**src/verilog/fps_pkg.sv**
```systemverilog
// Constants, field positions and phase codes for the floppy phase/DMA sequencer.
// Assumes a single system clock; shared by the sequencer, its checker and its bench.
package fps_pkg;
	// ==========================================================
	// Widths and FIFO geometry
	localparam int BYTE_W     = 8;
	localparam int FIFO_DEPTH = 16;
	localparam int CNT_W      = 5;
	localparam int THR_W      = 4;
	localparam int OPC_W      = 5;
	localparam int PAR_N      = 8;
	localparam int RIDX_W     = 3;
	localparam logic [CNT_W-1:0] FIFO_LAST = 5'h0F;
	localparam logic [CNT_W-1:0] CNT_ONE   = 5'h01;
	// ==========================================================
	// Disk option configuration byte
	localparam int CFG_MODE_HI   = 3;
	localparam int CFG_MODE_LO   = 2;
	localparam int CFG_BURST_BIT = 1;
	localparam logic [1:0] MODE_COMPACT = 2'h0;
	localparam logic [1:0] MODE_ALT     = 2'h1;
	localparam logic [1:0] MODE_RSVD    = 2'h2;
	localparam logic [1:0] MODE_AT      = 2'h3;
	// ==========================================================
	// Digital output register
	localparam int DOR_RST_BIT = 2;
	localparam int DOR_DMA_BIT = 3;
	localparam logic [BYTE_W-1:0] DOR_RESET_VAL = 8'h04;
	// ==========================================================
	// Command codes, parameter counts and parameter fields
	localparam logic [OPC_W-1:0] OP_SPECIFY   = 5'h03;
	localparam logic [OPC_W-1:0] OP_CONFIGURE = 5'h13;
	localparam logic [OPC_W-1:0] OP_READ      = 5'h06;
	localparam logic [OPC_W-1:0] OP_WRITE     = 5'h05;
	localparam logic [OPC_W-1:0] OP_VERIFY    = 5'h16;
	localparam logic [OPC_W-1:0] OP_SENSE     = 5'h08;
	localparam logic [3:0] NPAR_SPECIFY = 4'h2;
	localparam logic [3:0] NPAR_CONFIG  = 4'h3;
	localparam logic [3:0] NPAR_XFER    = 4'h8;
	localparam logic [3:0] NPAR_SENSE   = 4'h0;
	localparam int PIDX_SPEC_ND  = 1;
	localparam int SPEC_ND_BIT   = 0;
	localparam int PIDX_CFG      = 1;
	localparam int CFG_EFIFO_BIT = 5;
	localparam int PIDX_CYL      = 1;
	localparam int PIDX_HEAD     = 2;
	localparam int PIDX_SECTOR   = 3;
	localparam int PIDX_SIZE     = 4;
	localparam int PIDX_EOT      = 5;
	// ==========================================================
	// Result bytes
	localparam logic [RIDX_W-1:0] NRES_XFER  = 3'h7;
	localparam logic [RIDX_W-1:0] NRES_SENSE = 3'h2;
	localparam logic [BYTE_W-1:0] ST_CLEAR     = 8'h00;
	localparam logic [BYTE_W-1:0] ST0_ABNORMAL = 8'h40;
	localparam logic [BYTE_W-1:0] ST0_INVALID  = 8'h80;
	localparam logic [BYTE_W-1:0] ST1_EN       = 8'h80;
	localparam logic [BYTE_W-1:0] ST1_OR       = 8'h10;
	localparam logic [BYTE_W-1:0] SENSE_PCN    = 8'h00;
	localparam logic [BYTE_W-1:0] TX_FILL      = 8'h00;
	// ==========================================================
	// Controller phases, one-hot
	typedef enum logic [4:0] {
		ST_CMD   = 5'h01,
		ST_PROC  = 5'h02,
		ST_EXEC  = 5'h04,
		ST_RNEXT = 5'h08,
		ST_RES   = 5'h10
	} fps_phase_e;
endpackage : fps_pkg

```
**src/verilog/fps_sequencer.sv**
```systemverilog
// Phase sequencer and DMA flow control of a floppy controller core, with its data FIFO.
// Assumes host, DMA and disk engine logic all run on clk_i; only nrst_i is asynchronous.
`timescale 1ns/1ps

// ==========================================================
// FIFO
module fps_fifo #(
	parameter int W  = 8,
	parameter int D  = 16,
	parameter int CW = $clog2(D) + 1
) (
	input  wire logic          clk_i,
	input  wire logic          rst_n_i,
	input  wire logic          clr_i,
	input  wire logic          in_valid_i,
	output logic               in_ready_o,
	input  wire logic [W-1:0]  in_data_i,
	output logic               out_valid_o,
	input  wire logic          out_ready_i,
	output logic [W-1:0]       out_data_o,
	output logic [CW-1:0]      count_o
);
	localparam int AW = $clog2(D);
	logic [W-1:0]  mem [0:D-1];
	logic [AW-1:0] wp_r;
	logic [AW-1:0] rp_r;
	logic [CW-1:0] cnt_r;
	logic          push;
	logic          pop;

	// Handshake and status
	assign in_ready_o  = cnt_r < CW'(D);
	assign out_valid_o = cnt_r != '0;
	assign push        = in_valid_i & in_ready_o;
	assign pop         = out_valid_o & out_ready_i;
	assign out_data_o  = mem[rp_r];
	assign count_o     = cnt_r;

	// Pointers and fill count; clear drops all contents
	always_ff @(posedge clk_i or negedge rst_n_i) begin
		if (!rst_n_i) begin
			wp_r  <= '0;
			rp_r  <= '0;
			cnt_r <= '0;
		end else if (clr_i) begin
			wp_r  <= '0;
			rp_r  <= '0;
			cnt_r <= '0;
		end else begin
			wp_r  <= wp_r + AW'(push);
			rp_r  <= rp_r + AW'(pop);
			cnt_r <= cnt_r + CW'(push) - CW'(pop);
		end
	end

	// Storage
	always_ff @(posedge clk_i) begin
		if (push)
			mem[wp_r] <= in_data_i;
	end
endmodule : fps_fifo

// ==========================================================
// Sequencer top
module fps_sequencer (
	input  wire logic                         clk_i,
	input  wire logic                         nrst_i,
	input  wire logic [fps_pkg::BYTE_W-1:0]   disk_option_config_reg_i,
	input  wire logic                         dor_we_i,
	input  wire logic [fps_pkg::BYTE_W-1:0]   dor_wdata_i,
	output logic [fps_pkg::BYTE_W-1:0]        digital_output_reg_o,
	input  wire logic                         dsr_reset_i,
	input  wire logic                         high_density_i,
	output logic                              density_select_o,
	input  wire logic                         host_wr_i,
	input  wire logic [fps_pkg::BYTE_W-1:0]   host_wdata_i,
	input  wire logic                         host_rd_i,
	output logic [fps_pkg::BYTE_W-1:0]        host_rdata_o,
	output logic                              host_service_request_flag_o,
	output logic                              transfer_direction_flag_o,
	output logic                              command_busy_flag_o,
	output logic                              irq_o,
	output logic                              dma_req_o,
	input  wire logic                         dma_ack_i,
	input  wire logic [fps_pkg::BYTE_W-1:0]   dma_wdata_i,
	output logic [fps_pkg::BYTE_W-1:0]        dma_rdata_o,
	input  wire logic                         terminal_count_input_i,
	output logic                              exec_active_o,
	output logic                              exec_to_host_o,
	input  wire logic                         disk_rx_valid_i,
	input  wire logic [fps_pkg::BYTE_W-1:0]   disk_rx_data_i,
	input  wire logic                         disk_tx_req_i,
	output logic [fps_pkg::BYTE_W-1:0]        disk_tx_data_o,
	input  wire logic                         disk_sector_end_i
);
	import fps_pkg::*;

	logic               rst_s1_r, rst_n_r;
	logic [BYTE_W-1:0]  dor_r;
	fps_phase_e         state_r, st_nxt;
	logic               cb_r, cb_nxt;
	logic [OPC_W-1:0]   cmd_r, cmd_nxt;
	logic [3:0]         pcnt_r, pcnt_nxt;
	logic [BYTE_W-1:0]  par_r [0:PAR_N-1];
	logic               par_we;
	logic               dma_on_r, dma_on_nxt;
	logic               fifo_on_r, fifo_on_nxt;
	logic [THR_W-1:0]   thr_r, thr_nxt;
	logic [BYTE_W-1:0]  st0_r, st0_nxt, st1_r, st1_nxt, sec_r, sec_nxt;
	logic [RIDX_W-1:0]  ridx_r, ridx_nxt, nres_r, nres_nxt;
	logic               irq_r, irq_set, irq_clr, irq_nxt;
	logic               tc_r, done_r, en_r, err_r, req_r, req_nxt;
	logic [BYTE_W-1:0]  res_byte;
	logic [CNT_W-1:0]   fcnt;
	logic               f_in_valid, f_in_ready, f_out_valid, f_out_ready, f_clr;
	logic [BYTE_W-1:0]  f_in_data, f_out_data;

	// ==========================================================
	// Reset release and soft reset
	always_ff @(posedge clk_i or negedge nrst_i) begin
		if (!nrst_i) begin
			rst_s1_r <= 1'h0;
			rst_n_r  <= 1'h0;
		end else begin
			rst_s1_r <= 1'h1;
			rst_n_r  <= rst_s1_r;
		end
	end

	// Output register: pin reset leaves its reset bit set until host clears it
	always_ff @(posedge clk_i or negedge rst_n_r) begin
		if (!rst_n_r)
			dor_r <= DOR_RESET_VAL;
		else if (dor_we_i)
			dor_r <= dor_wdata_i;
	end

	// Core reset: held reset bit dominates the self-clearing pulse
	wire core_rst = dor_r[DOR_RST_BIT] | dsr_reset_i;

	// ==========================================================
	// Mode decode
	wire [1:0] mode    = disk_option_config_reg_i[CFG_MODE_HI:CFG_MODE_LO];
	wire       alt_md  = mode == MODE_ALT;
	wire       at_md   = (mode == MODE_AT) | (mode == MODE_RSVD);
	wire       gate_on = alt_md | dor_r[DOR_DMA_BIT];
	wire       burst   = disk_option_config_reg_i[CFG_BURST_BIT];
	wire       dens    = at_md ? high_density_i : ~high_density_i;

	// Command decode
	wire is_spec  = cmd_r == OP_SPECIFY;
	wire is_cfg   = cmd_r == OP_CONFIGURE;
	wire is_rd    = cmd_r == OP_READ;
	wire is_wr    = cmd_r == OP_WRITE;
	wire is_ver   = cmd_r == OP_VERIFY;
	wire is_sense = cmd_r == OP_SENSE;
	wire to_host  = is_rd | is_ver;
	wire op_valid = is_spec | is_cfg | is_rd | is_wr | is_ver | is_sense;
	wire [3:0] npar = is_spec ? NPAR_SPECIFY : is_cfg ? NPAR_CONFIG :
	                  is_sense ? NPAR_SENSE : NPAR_XFER;

	// ==========================================================
	// Execution bookkeeping
	wire in_exec  = state_r == ST_EXEC;
	wire tc_any   = tc_r | (in_exec & terminal_count_input_i);
	wire sec_end  = in_exec & disk_sector_end_i & ~done_r;
	wire last_sec = sec_r == par_r[PIDX_EOT];
	wire sec_fin  = sec_end & (tc_any | last_sec);
	wire sec_adv  = sec_end & ~tc_any & ~last_sec;
	wire en_ev    = sec_end & last_sec & ~tc_any;
	wire rd_src   = in_exec & to_host & disk_rx_valid_i & ~tc_any & ~done_r;
	wire [CNT_W-1:0] lim = fifo_on_r ? CNT_W'(FIFO_DEPTH) : CNT_ONE;
	wire room     = fcnt < lim;
	wire ovr_ev   = rd_src & ~room;
	wire udr_ev   = in_exec & ~to_host & disk_tx_req_i & ~f_out_valid & ~tc_any & ~done_r;
	wire exec_end = err_r | (done_r & ~f_out_valid);

	// FIFO steering: disk side and DMA side swap with direction
	assign f_in_valid  = to_host ? (rd_src & room) : (in_exec & dma_ack_i & ~tc_any & room);
	assign f_in_data   = to_host ? disk_rx_data_i : dma_wdata_i;
	assign f_out_ready = in_exec & (to_host ? dma_ack_i : disk_tx_req_i);
	assign f_clr       = core_rst | ~in_exec | err_r | (to_host & tc_any);

	// ==========================================================
	// DMA request levels
	wire [CNT_W-1:0] thr_cnt = {1'h0, thr_r} + CNT_ONE;
	wire [CNT_W-1:0] rd_full = FIFO_LAST - {1'h0, thr_r};
	wire [CNT_W-1:0] rd_lvl  = (fifo_on_r & (rd_full != '0)) ? rd_full : CNT_ONE;
	wire [CNT_W-1:0] wr_lvl  = fifo_on_r ? thr_cnt : '0;
	wire req_rd = f_out_valid & (req_r | (fcnt >= rd_lvl) | done_r);
	wire req_wr = room & (req_r | (fcnt <= wr_lvl)) & ~done_r;
	assign req_nxt = in_exec & ~tc_any & ~err_r & (to_host ? req_rd : req_wr);
	wire dreq_nxt = req_nxt & dma_on_r & gate_on & ~(dma_ack_i & ~burst);

	// Result byte selection
	always_comb begin
		unique case (ridx_r)
			3'h0:    res_byte = st0_r;
			3'h1:    res_byte = is_sense ? SENSE_PCN : st1_r;
			3'h2:    res_byte = ST_CLEAR;
			3'h3:    res_byte = par_r[PIDX_CYL];
			3'h4:    res_byte = par_r[PIDX_HEAD];
			3'h5:    res_byte = sec_r;
			default: res_byte = par_r[PIDX_SIZE];
		endcase
	end

	// ==========================================================
	// Phase sequencer
	always_comb begin
		st_nxt      = state_r;
		cb_nxt      = cb_r;
		cmd_nxt     = cmd_r;
		pcnt_nxt    = pcnt_r;
		dma_on_nxt  = dma_on_r;
		fifo_on_nxt = fifo_on_r;
		thr_nxt     = thr_r;
		st0_nxt     = st0_r;
		st1_nxt     = st1_r;
		sec_nxt     = sec_r;
		ridx_nxt    = ridx_r;
		nres_nxt    = nres_r;
		irq_set     = 1'h0;
		irq_clr     = 1'h0;
		par_we      = 1'h0;
		unique case (state_r)
			ST_CMD: if (host_wr_i) begin
				st_nxt = ST_PROC;
				cb_nxt = 1'h1;
				if (!cb_r)
					cmd_nxt = host_wdata_i[OPC_W-1:0];
				else begin
					par_we   = 1'h1;
					pcnt_nxt = pcnt_r + 4'h1;
				end
			end
			ST_PROC: if (!op_valid) begin
				st_nxt  = ST_CMD;
				cb_nxt  = 1'h0;
				irq_set = 1'h1;
				st0_nxt = ST0_INVALID;
			end else if (pcnt_r != npar) begin
				st_nxt = ST_CMD;
			end else begin
				pcnt_nxt = '0;
				if (is_spec) begin
					dma_on_nxt = ~par_r[PIDX_SPEC_ND][SPEC_ND_BIT];
					st_nxt     = ST_CMD;
					cb_nxt     = 1'h0;
				end else if (is_cfg) begin
					fifo_on_nxt = ~par_r[PIDX_CFG][CFG_EFIFO_BIT];
					thr_nxt     = par_r[PIDX_CFG][THR_W-1:0];
					st_nxt      = ST_CMD;
					cb_nxt      = 1'h0;
				end else if (is_sense) begin
					irq_clr  = 1'h1;
					nres_nxt = NRES_SENSE;
					ridx_nxt = '0;
					st_nxt   = ST_RNEXT;
				end else begin
					sec_nxt = par_r[PIDX_SECTOR];
					st_nxt  = ST_EXEC;
				end
			end
			ST_EXEC: begin
				if (sec_adv)
					sec_nxt = sec_r + 8'h01;
				if (exec_end) begin
					st_nxt   = ST_RNEXT;
					irq_set  = 1'h1;
					nres_nxt = NRES_XFER;
					ridx_nxt = '0;
					st0_nxt  = (err_r | en_r) ? ST0_ABNORMAL : ST_CLEAR;
					st1_nxt  = (en_r ? ST1_EN : ST_CLEAR) | (err_r ? ST1_OR : ST_CLEAR);
				end
			end
			ST_RNEXT: st_nxt = ST_RES;
			ST_RES: if (host_rd_i) begin
				if (ridx_r == '0)
					irq_clr = 1'h1;
				if (ridx_r == nres_r - 3'h1) begin
					st_nxt = ST_CMD;
					cb_nxt = 1'h0;
				end else begin
					ridx_nxt = ridx_r + 3'h1;
					st_nxt   = ST_RNEXT;
				end
			end
		endcase
	end

	// Interrupt: a new event wins over a clear in the same cycle
	assign irq_nxt = irq_set | (irq_r & ~irq_clr);

	// ==========================================================
	// Sequencer state
	always_ff @(posedge clk_i or negedge rst_n_r) begin
		if (!rst_n_r) begin
			state_r <= ST_CMD;
			cb_r    <= 1'h0;
			cmd_r   <= '0;
			pcnt_r  <= '0;
			irq_r   <= 1'h0;
		end else if (core_rst) begin
			state_r <= ST_CMD;
			cb_r    <= 1'h0;
			cmd_r   <= '0;
			pcnt_r  <= '0;
			irq_r   <= 1'h0;
		end else begin
			state_r <= st_nxt;
			cb_r    <= cb_nxt;
			cmd_r   <= cmd_nxt;
			pcnt_r  <= pcnt_nxt;
			irq_r   <= irq_nxt;
		end
	end

	// Drive-parameter setting survives soft resets
	always_ff @(posedge clk_i or negedge rst_n_r) begin
		if (!rst_n_r)
			dma_on_r <= 1'h0;
		else
			dma_on_r <= dma_on_nxt;
	end

	// Configure information and result data
	always_ff @(posedge clk_i or negedge rst_n_r) begin
		if (!rst_n_r) begin
			fifo_on_r <= 1'h0;
			thr_r     <= '0;
			{st0_r, st1_r, sec_r} <= '0;
			{ridx_r, nres_r}      <= '0;
		end else if (core_rst) begin
			fifo_on_r <= 1'h0;
			thr_r     <= '0;
			{st0_r, st1_r, sec_r} <= '0;
			{ridx_r, nres_r}      <= '0;
		end else begin
			fifo_on_r <= fifo_on_nxt;
			thr_r     <= thr_nxt;
			{st0_r, st1_r, sec_r} <= {st0_nxt, st1_nxt, sec_nxt};
			{ridx_r, nres_r}      <= {ridx_nxt, nres_nxt};
		end
	end

	// Parameter bytes
	always_ff @(posedge clk_i) begin
		if (par_we)
			par_r[pcnt_r[2:0]] <= host_wdata_i;
	end

	// Transfer end tracking, cleared outside execution
	always_ff @(posedge clk_i or negedge rst_n_r) begin
		if (!rst_n_r)
			{tc_r, done_r, en_r, err_r, req_r} <= '0;
		else if (core_rst | ~in_exec)
			{tc_r, done_r, en_r, err_r, req_r} <= '0;
		else begin
			tc_r   <= tc_any;
			done_r <= done_r | sec_fin;
			en_r   <= en_r | en_ev;
			err_r  <= err_r | ovr_ev | udr_ev;
			req_r  <= req_nxt;
		end
	end

	// ==========================================================
	// Registered outputs
	always_ff @(posedge clk_i or negedge rst_n_r) begin
		if (!rst_n_r) begin
			host_service_request_flag_o <= 1'h0;
			transfer_direction_flag_o   <= 1'h0;
			command_busy_flag_o         <= 1'h0;
			irq_o            <= 1'h0;
			dma_req_o        <= 1'h0;
			density_select_o <= 1'h0;
			exec_active_o    <= 1'h0;
			exec_to_host_o   <= 1'h0;
		end else begin
			host_service_request_flag_o <= ~core_rst & ((st_nxt == ST_CMD) | (st_nxt == ST_RES));
			transfer_direction_flag_o   <= ~core_rst & (st_nxt == ST_RES);
			command_busy_flag_o         <= ~core_rst & cb_nxt;
			irq_o            <= ~core_rst & irq_nxt & gate_on;
			dma_req_o        <= ~core_rst & dreq_nxt;
			density_select_o <= dens;
			exec_active_o    <= ~core_rst & (st_nxt == ST_EXEC);
			exec_to_host_o   <= to_host;
		end
	end

	// Data outputs: results to host, FIFO bytes to DMA and disk
	always_ff @(posedge clk_i or negedge rst_n_r) begin
		if (!rst_n_r) begin
			host_rdata_o   <= '0;
			dma_rdata_o    <= '0;
			disk_tx_data_o <= '0;
		end else begin
			host_rdata_o <= res_byte;
			if (f_out_ready & to_host)
				dma_rdata_o <= f_out_data;
			if (f_out_ready & ~to_host)
				disk_tx_data_o <= f_out_valid ? f_out_data : TX_FILL;
		end
	end

	assign digital_output_reg_o = dor_r;

	// ==========================================================
	// Data FIFO
	fps_fifo #(
		.W  (BYTE_W),
		.D  (FIFO_DEPTH),
		.CW (CNT_W)
	) u_fifo (
		.clk_i       (clk_i),
		.rst_n_i     (rst_n_r),
		.clr_i       (f_clr),
		.in_valid_i  (f_in_valid),
		.in_ready_o  (f_in_ready),
		.in_data_i   (f_in_data),
		.out_valid_o (f_out_valid),
		.out_ready_i (f_out_ready),
		.out_data_o  (f_out_data),
		.count_o     (fcnt)
	);

	// Push is already limited by room; in the write direction a full FIFO also stalls the request via room
	wire unused_ready = f_in_ready;
endmodule : fps_sequencer
```
**config.mk**
```make
export PLATFORM = sky130hd
export DESIGN_NAME = fps_sequencer
export DESIGN_NICKNAME = d
export VERILOG_FILES = /design/src/verilog/fps_pkg.sv /design/src/verilog/fps_sequencer.sv
export SDC_FILE = /design/constraint.sdc
export NUM_CORES = 1
export LEC_CHECK = 0
export BUFFER_PORTS_ARGS = -buffer_cell sky130_fd_sc_hd__buf_2
export CAP_MARGIN = 20
export CORE_MARGIN = 10
export CORE_UTILIZATION = 45
export CTS_BUF_LIST = sky130_fd_sc_hd__clkbuf_4 sky130_fd_sc_hd__clkbuf_8 sky130_fd_sc_hd__clkbuf_16
export CTS_CLUSTER_SIZE = 24
export DETAILED_ROUTE_END_ITERATION = 6
export SLEW_MARGIN = 20
export SYNTH_ARGS = -nofsm -noshare
export SYNTH_HDL_FRONTEND = slang
export SYNTH_SLANG_ARGS = --single-unit
export TNS_END_PERCENT = 10
```
**constraint.sdc**
```tcl
create_clock -name clk_i -period 5.1 [get_ports clk_i]
set_clock_uncertainty 0.2 [all_clocks]
set_input_delay 1.275 -clock clk_i [delete_from_list [all_inputs] [get_ports clk_i]]
set_output_delay 1.275 -clock clk_i [all_outputs]
set_load 0.02 [all_outputs]
```
==> summary.txt, run 1 <==
Setup path
  – Worst EP arrival: 4320 ps
  – Crit-path cells: nor2_1 > and3_1 > nand3_1 > a21oi_1 > ha_1 > inv_1 > ha_1 > fa_1 > a21oi_1 > nor2_1 > or3_1 > a21oi_1
  – CP Max Fanout: 13
  – Crit path top cell by count: a21oi_1
  – Crit path from: state_r[1]
  – Critical R2R Launch: state_r[1]
  – CP max stage delay: about 560 ps
  – WS Path Type: flop to flop
  – CP startpoint kind: flop
  – Crit. End Element: flop
  – Req. time, crit path: 5350 ps
  – Crit-path slowest cell: nand3_1

Pwr
  – Cell leakage power: 5.188 nW
  – Maximum vdd drop: 0.3003 mV
  – Total power: approximately 4.5 mW
  – PwrDens: 334.8 mW/mm2

Job
  – Max-cap violations: 0

Synthesis
  – Share of the synthesized area in the top cell type: 42.42%
  – Syn Nets: about 950
  – Largest cells by area after synthesis: edfxtp_1, dfrtp_1, mux4_2
  – Post-Synth Adder-Cell Area: 3.324%
  – Post-Syn Area: 0.01189 mm2
  – Synth Area in Compound Gates: under 10%
  – EDFF count, synth: 168
  – Seq/Total Area, Yosys: 63.05%
  – Ys Warns: 0
  – Simple-Gate Fraction of Synth Area: 11.22%
  – Multiplexer share of the synthesized area: between 10% and 20%
  – Largest family of logic cells by synthesized area: simple AND/OR/NAND/NOR gates
  – Synth area leader: edfxtp_1
  – Dominant synthesized flop cell: edfxtp_1
  – Flops & latches, synth: 266
  – Share of synthesized registers carrying an async set or reset: 36.84%
  – Syn Inst Count: 862
  – Mean Syn Cell Area: 13.80 um2
  – Post-Synth XOR/XNOR Area: slightly below 2%
  – Synth unique cells: 70

Route
  – Pre-antenna DRT Iters: 5
  – Detailed Route WL: between 20000 and 30000 um
  – Vias: 7230
  – WL per Instance: 20.92 um
  – Vias per cell: 5.566
  – # DRC: 0
  – Initial drt markers: 618
  – Antenna-violating nets left: 0

Timing
  – Final worst-path cycle share: 79.73%
  – Slew of the pin with the lowest slew margin: 836.3 ps
  – Worst Setup Slack, final: about 1000 ps
  – FMAX: ~250 MHz
  – Setup_tns: 0 ps
  – Final hold vios: 0
  – Slew headroom: 44.04%
  – Final setup fails: 0
  – RSZ-0062 raised after global routing: no
  – Fin Hold WS: 129.3 ps
  – Final Critical Period: 4066 ps
  – Max Slew Vio Count: 0

Clocking
  – Clk pin slew, worst setup/hold paths: 60 ps
  – # hold bufs at CTS: 0
  – H-tree levels: 1
  – Clock Latency Late Sink: around 530 ps
  – Longest Clk Path Bufs: 3
  – Post_cts resized: 0
  – TritonCTS clock tree: built
  – CTS buffer count: 28
  – Clk sinks: ~270
  – Root Buffer: clkbuf_16
  – Post-CTS setup buffers: 0

Floorplan
  – Die X: 182.6 um
  – Core ar.: 0.02606 mm2
  – Top-Level Pins: 92
  – FP Rows: 59
  – Initial cell density of the core: 45.64%
  – Total die area: between 0.03 and 0.04 mm2
  – Chip Height: ~180 um

Final layout
  – Fill count: 2240
  – Post-route insts no fill: around 1.3k
  – Core Util, Final: between 50% and 60%
  – Layout cell share with drive strength beyond 1: 23.76%
  – Area grow syn2layout: 13.73%
  – Inserted Diodes: 0
  – Design area: 0.01353 mm2
  – Nets: 1026

Place
  – PortBufs: 86
  – Post-DP Area: 0.01259 mm2
  – Dpl hpwl: roughly 19000 um
  – Placed Cells: around 1.2k
  – Pre-CTS setup slack: between 1000 and 1500 ps
  – Gpl congestion: 0.8290

Global route
  – Global-route wire length before repair: 42890 um
  – GRT Total Usage: 16.17%
  – Pin count of the biggest net entering global routing: 53
  – Initial antenna violation count: 0
  – Vias in the first global route: between 7k and 8k
  – Remaining Overflow, GRT: 0

Status
  – Status: complete, no violations

Hold path
  – Hold Crit Class: flop to async pin
state kept, by name, indices dropped and copies added, names as in the netlist, 2 cells and up:
name,cells
dma_rdata_o,8
pcnt_r,4
par_r,40
cmd_r,5
digital_output_reg_o,8
u_fifo.rp_r,4
state_r,5
sec_r,8
st0_r,2
u_fifo.mem,128
u_fifo.wp_r,4
host_rdata_o,8
nres_r,2
ridx_r,3
thr_r,4
st1_r,2
disk_tx_data_o,8
u_fifo.count_o,5
cell usage after synthesis, drive strengths merged, types with 8 or more instances:
cell,instances
dfrtp,96
buf,13
ha,30
a21oi,35
o211ai,12
a22o,8
nor2,95
and2,10
nand3,20
xor2,17
inv,22
xnor2,10
nand2b,11
edfxtp,168
nor3,18
nand4,8
mux2i,12
nand2,62
mux2,19
o21ai,28
mux4,40
clkbuf,34
a221oi,10
cells by family (layout without fill, tap and decap cells):
| family | Yosys count | after routing |
|---|---|---|
| and+or+nand+nor | 270 | 270 |
| DFF | 266 | 266 |
| AOI/OAI and AO/OA | 126 | 126 |
| muxes | 71 | 71 |
| buffers and inverters | 70 | 172 |
| adders and majority gates | 31 | 31 |
| xor gates and xnor gates | 27 | 27 |
| other | 1 | 1 |
where the power goes:
group	internal [mW]	switching [mW]
logic	0.0493	0.0945
registers	2.31	0.0254
clock network	1.23	0.816
layout by cell type (no fill, tap or decap), types with 3 or more instances in the layout:
master     netlist  final
a211oi_1         4      4
a21o_1           3      3
a21oi_1         35     35
a221oi_1         9      9
a22o_1           8      8
a31oi_1          5      5
and2_1          10     10
and3_1           6      6
buf_2            0     86
buf_4            1     13
bufinv_16        0      3
clkbuf_16        0     29
clkbuf_4         1      7
clkinv_2         0      9
dfrtp_1         96     93
edfxtp_1       168    168
ha_1            30     30
inv_1           21     21
mux2_2          19     19
mux2i_1         12     12
mux4_2          40     40
nand2_1         62     62
nand2b_1        11     11
nand3_1         19     19
nand3b_1         4      4
nand4_1          8      8
nor2_1          95     95
nor2b_1          5      5
nor3_1          17     17
nor3b_1          6      6
nor4_1           6      6
o211ai_1        12     12
o21ai_0         27     27
o31ai_1          4      4
or2_2            3      3
or3_1            5      5
xnor2_1         10     10
xor2_1          17     17
metal layers:
| layer | part of all wire (%) | GRT usage [%] |
|---|---|---|
| met5 | 0 | 0 |
| met4 | 2.9 | 5.044 |
| met3 | 4.0 | 2.631 |
| met2 | 51 | 27.71 |
| met1 | 42 | 20.52 |
worst paths after layout:
kind                            cells after the start  slack, ps                       to
worst min-delay path                                0        130  digital_output_reg_o[4]
min in group clk_i                                  0        150                  rst_n_r
max in group asynchronous                           1       3440           u_fifo.rp_r[1]
worst min register to register                      0        130  digital_output_reg_o[4]
worst max register to register                     12       1030        u_fifo.count_o[4]
worst max-delay path                               12       1030        u_fifo.count_o[4]
worst max-delay path, delay by kind of cell, from the launching register on:
kind	cells	cell delay (ps)
and+or+nand+nor	5	1770
adders and majority gates	3	780
AOI/OAI and AO/OA	3	680
DFF	1	510
buffers and inverters	1	40
cell type report:
| type | instances | area (um2) | area share (%) |
|---|---|---|---|
| tap | 335 | 419.2 | 3.099 |
| clock buffer | 36 | 778.2 | 5.753 |
| inverter | 22 | 82.58 | 0.6105 |
| timing repair buffer | 99 | 528.0 | 3.903 |
| clock inverter | 15 | 156.4 | 1.156 |
| sequential | 266 | 7506 | 55.49 |
| multi-input combinational | 526 | 4056 | 29.99 |
Power figures use the tool's default switching activity.
==> run 2: changes to the inputs <==
==> constraint.sdc (replaced) <==
create_clock -name clk_i -period 3.9 [get_ports clk_i]
set_clock_uncertainty 0.2 [all_clocks]
set_input_delay 0.975 -clock clk_i [delete_from_list [all_inputs] [get_ports clk_i]]
set_output_delay 0.975 -clock clk_i [all_outputs]
set_load 0.02 [all_outputs]
==> summary.txt, run 2 (synthesis results as in run 1) <==
Clocking
  – Clock Latency Late Sink: 540 ps
  – Root Buffer: clkbuf_16
  – Longest Clk Path Bufs: 3
  – Clk sinks: 266
  – Post-CTS setup buffers: 0
  – CTS buffer count: 28
  – H-tree levels: 1
  – Clk pin slew, worst setup/hold paths: 60 ps
  – TritonCTS clock tree: built

Floorplan
  – Total die area: 0.03333 mm2
  – Initial cell density of the core: 45.64%
  – Chip Height: about 180 um
  – FP Rows: between 50 and 60
  – Top-Level Pins: between 90 and 100
  – Core ar.: about 0.026 mm2
  – Die X: 182.6 um

Route
  – Vias per cell: 5.485
  – Vias: 7246
  – Initial drt markers: approximately 430
  – Metal-1 WL: 11560 um
  – Pre-antenna DRT Iters: 4
  – Met2 Routed Length: approximately 15000 um
  – WL per Instance: approximately 21 um
  – # DRC: 0
  – Top Layer Used: met4
  – WL met3: 984 um
  – Antenna-violating nets left: 0
  – Detailed Route WL: 27650 um

Timing
  – Slew headroom: 39.42%
  – Final hold vios: 0
  – FMAX: 287.3 MHz
  – Fin Hold WS: approximately 150 ps
  – Final Critical Period: 3481 ps
  – Max Slew Vio Count: 0
  – Setup_tns: 0 ps
  – Final setup fails: 0
  – RSZ-0062 raised after global routing: no
  – Final worst-path cycle share: 89.25%
  – Slew of the pin with the lowest slew margin: 903.3 ps

Final layout
  – Highest-count cells in the layout ignoring fill and taps: edfxtp_1, nor2_1, dfrtp_1
  – Most common cell after layout, fill and taps aside: edfxtp_1
  – Core Util, Final: 52.61%
  – Area grow syn2layout: 15.26%
  – Nets: ~1.0k
  – Inserted Diodes: 0
  – Layout cell share with drive strength beyond 1: 25.15%
  – Most flop-heavy register: u_fifo.mem
  – Max FFs per register: 128

Place
  – Dpl hpwl: 19480 um
  – PortBufs: 86
  – Gpl congestion: 0.8367

Setup path
  – Worst EP arrival: roughly 3800 ps
  – Crit-path slowest cell: or3_1
  – Top delay family on crit path: simple AND/OR/NAND/NOR gates
  – CP startpoint kind: flop
  – Crit. End Element: flop
  – Crit-path cells: inv_1 > or3_1 > inv_2 > nand3_1 > a21oi_1 > ha_1 > inv_1 > ha_1 > fa_1 > a21oi_1 > nor2_1 > or3_1 > a21oi_1
  – WS Path Type: flop to flop
  – Crit path top cell by count: a21oi_1
  – CP Max Fanout: 10
  – Req. time, crit path: 4170 ps
  – CP max stage delay: 540 ps
  – WP buf/inv: 3

Global route
  – Global-route wire length before repair: about 42000 um
  – Remaining Overflow, GRT: 0
  – GRT Total Usage: 16.20%
  – Pin count of the biggest net entering global routing: 48
  – Vias in the first global route: 7113
  – Initial antenna violation count: 0

Pwr
  – Maximum vdd drop: 0.3875 mV
  – Cell leakage power: 5.297 nW
  – PwrDens: 427.3 mW/mm2
  – Total power: 5.858 mW

Job
  – Max-cap violations: 0

Hold path
  – Hold Crit Class: flop to flop

Status
  – Status: complete, no violations
run 2: area by class of cell:
class	instances	area, um2
clock buffers	41	835.8
repair buffers	121	720.7
clock inverters	10	90.09
inverters	22	82.58
multi-input cells	526	4056
flip-flops and latches	266	7505
well taps	335	419.2
fillers	2224	12350
run 2: worst paths after layout:
| check | startpoint | end | slack (ps) | cells past startpoint |
|---|---|---|---|---|
| setup / recovery | cmd_r[2] | u_fifo.count_o[4] | 420 | 13 |
| hold / removal | rst_s1_r | rst_n_r | 150 | 0 |
| setup reg to reg | cmd_r[2] | u_fifo.count_o[4] | 420 | 13 |
| hold reg to reg | rst_s1_r | rst_n_r | 150 | 0 |
| max in group asynchronous | rst_n_r | state_r[0] | 2500 | 1 |
| min in group asynchronous | rst_n_r | u_fifo.count_o[0] | 160 | 0 |
run 2: metal layers:
metal / track usage [%] / vias up
li1: - / 3430
met1: 20.39 / 3633
met2: 28.97 / 148
met3: 2.196 / 35
met4: 3.514 / 0
met5: 0 / -
run 2: stage by stage:
step | cells | setup slack (ps) | instance area (um2)
after floorplan | 862 | 398.4 | 11890
after global placement | 1269 | 458.2 | 12770
after detailed placement | 1269 | 447.2 | 12770
after CTS | 1321 | 442.8 | 13710
after global routing | 1321 | 197.5 | 13710
final | 1321 | 419.4 | 13710
run 2: worst reg2reg max path: cells and delay by family (launching register included):
family | cells | cell delay (ps)
simple gates | 4 | 1050
fa+ha+maj | 3 | 830
compound gates | 3 | 580
flops | 1 | 480
buf+inv | 3 | 280
run 2: repair_timing:
action,4_1_cts,5_1_grt
endpoints found under the hold margin,2,0
hold buffers,1,0
setup endpoints to repair,0,0
resized for setup,0,0
run 2: power breakdown:
group          internal (mW)  leakage [nW]  switching, mW
combinational         0.0666          2.00          0.127
sequential              3.03          2.84         0.0314
clock                   1.55         0.464           1.06
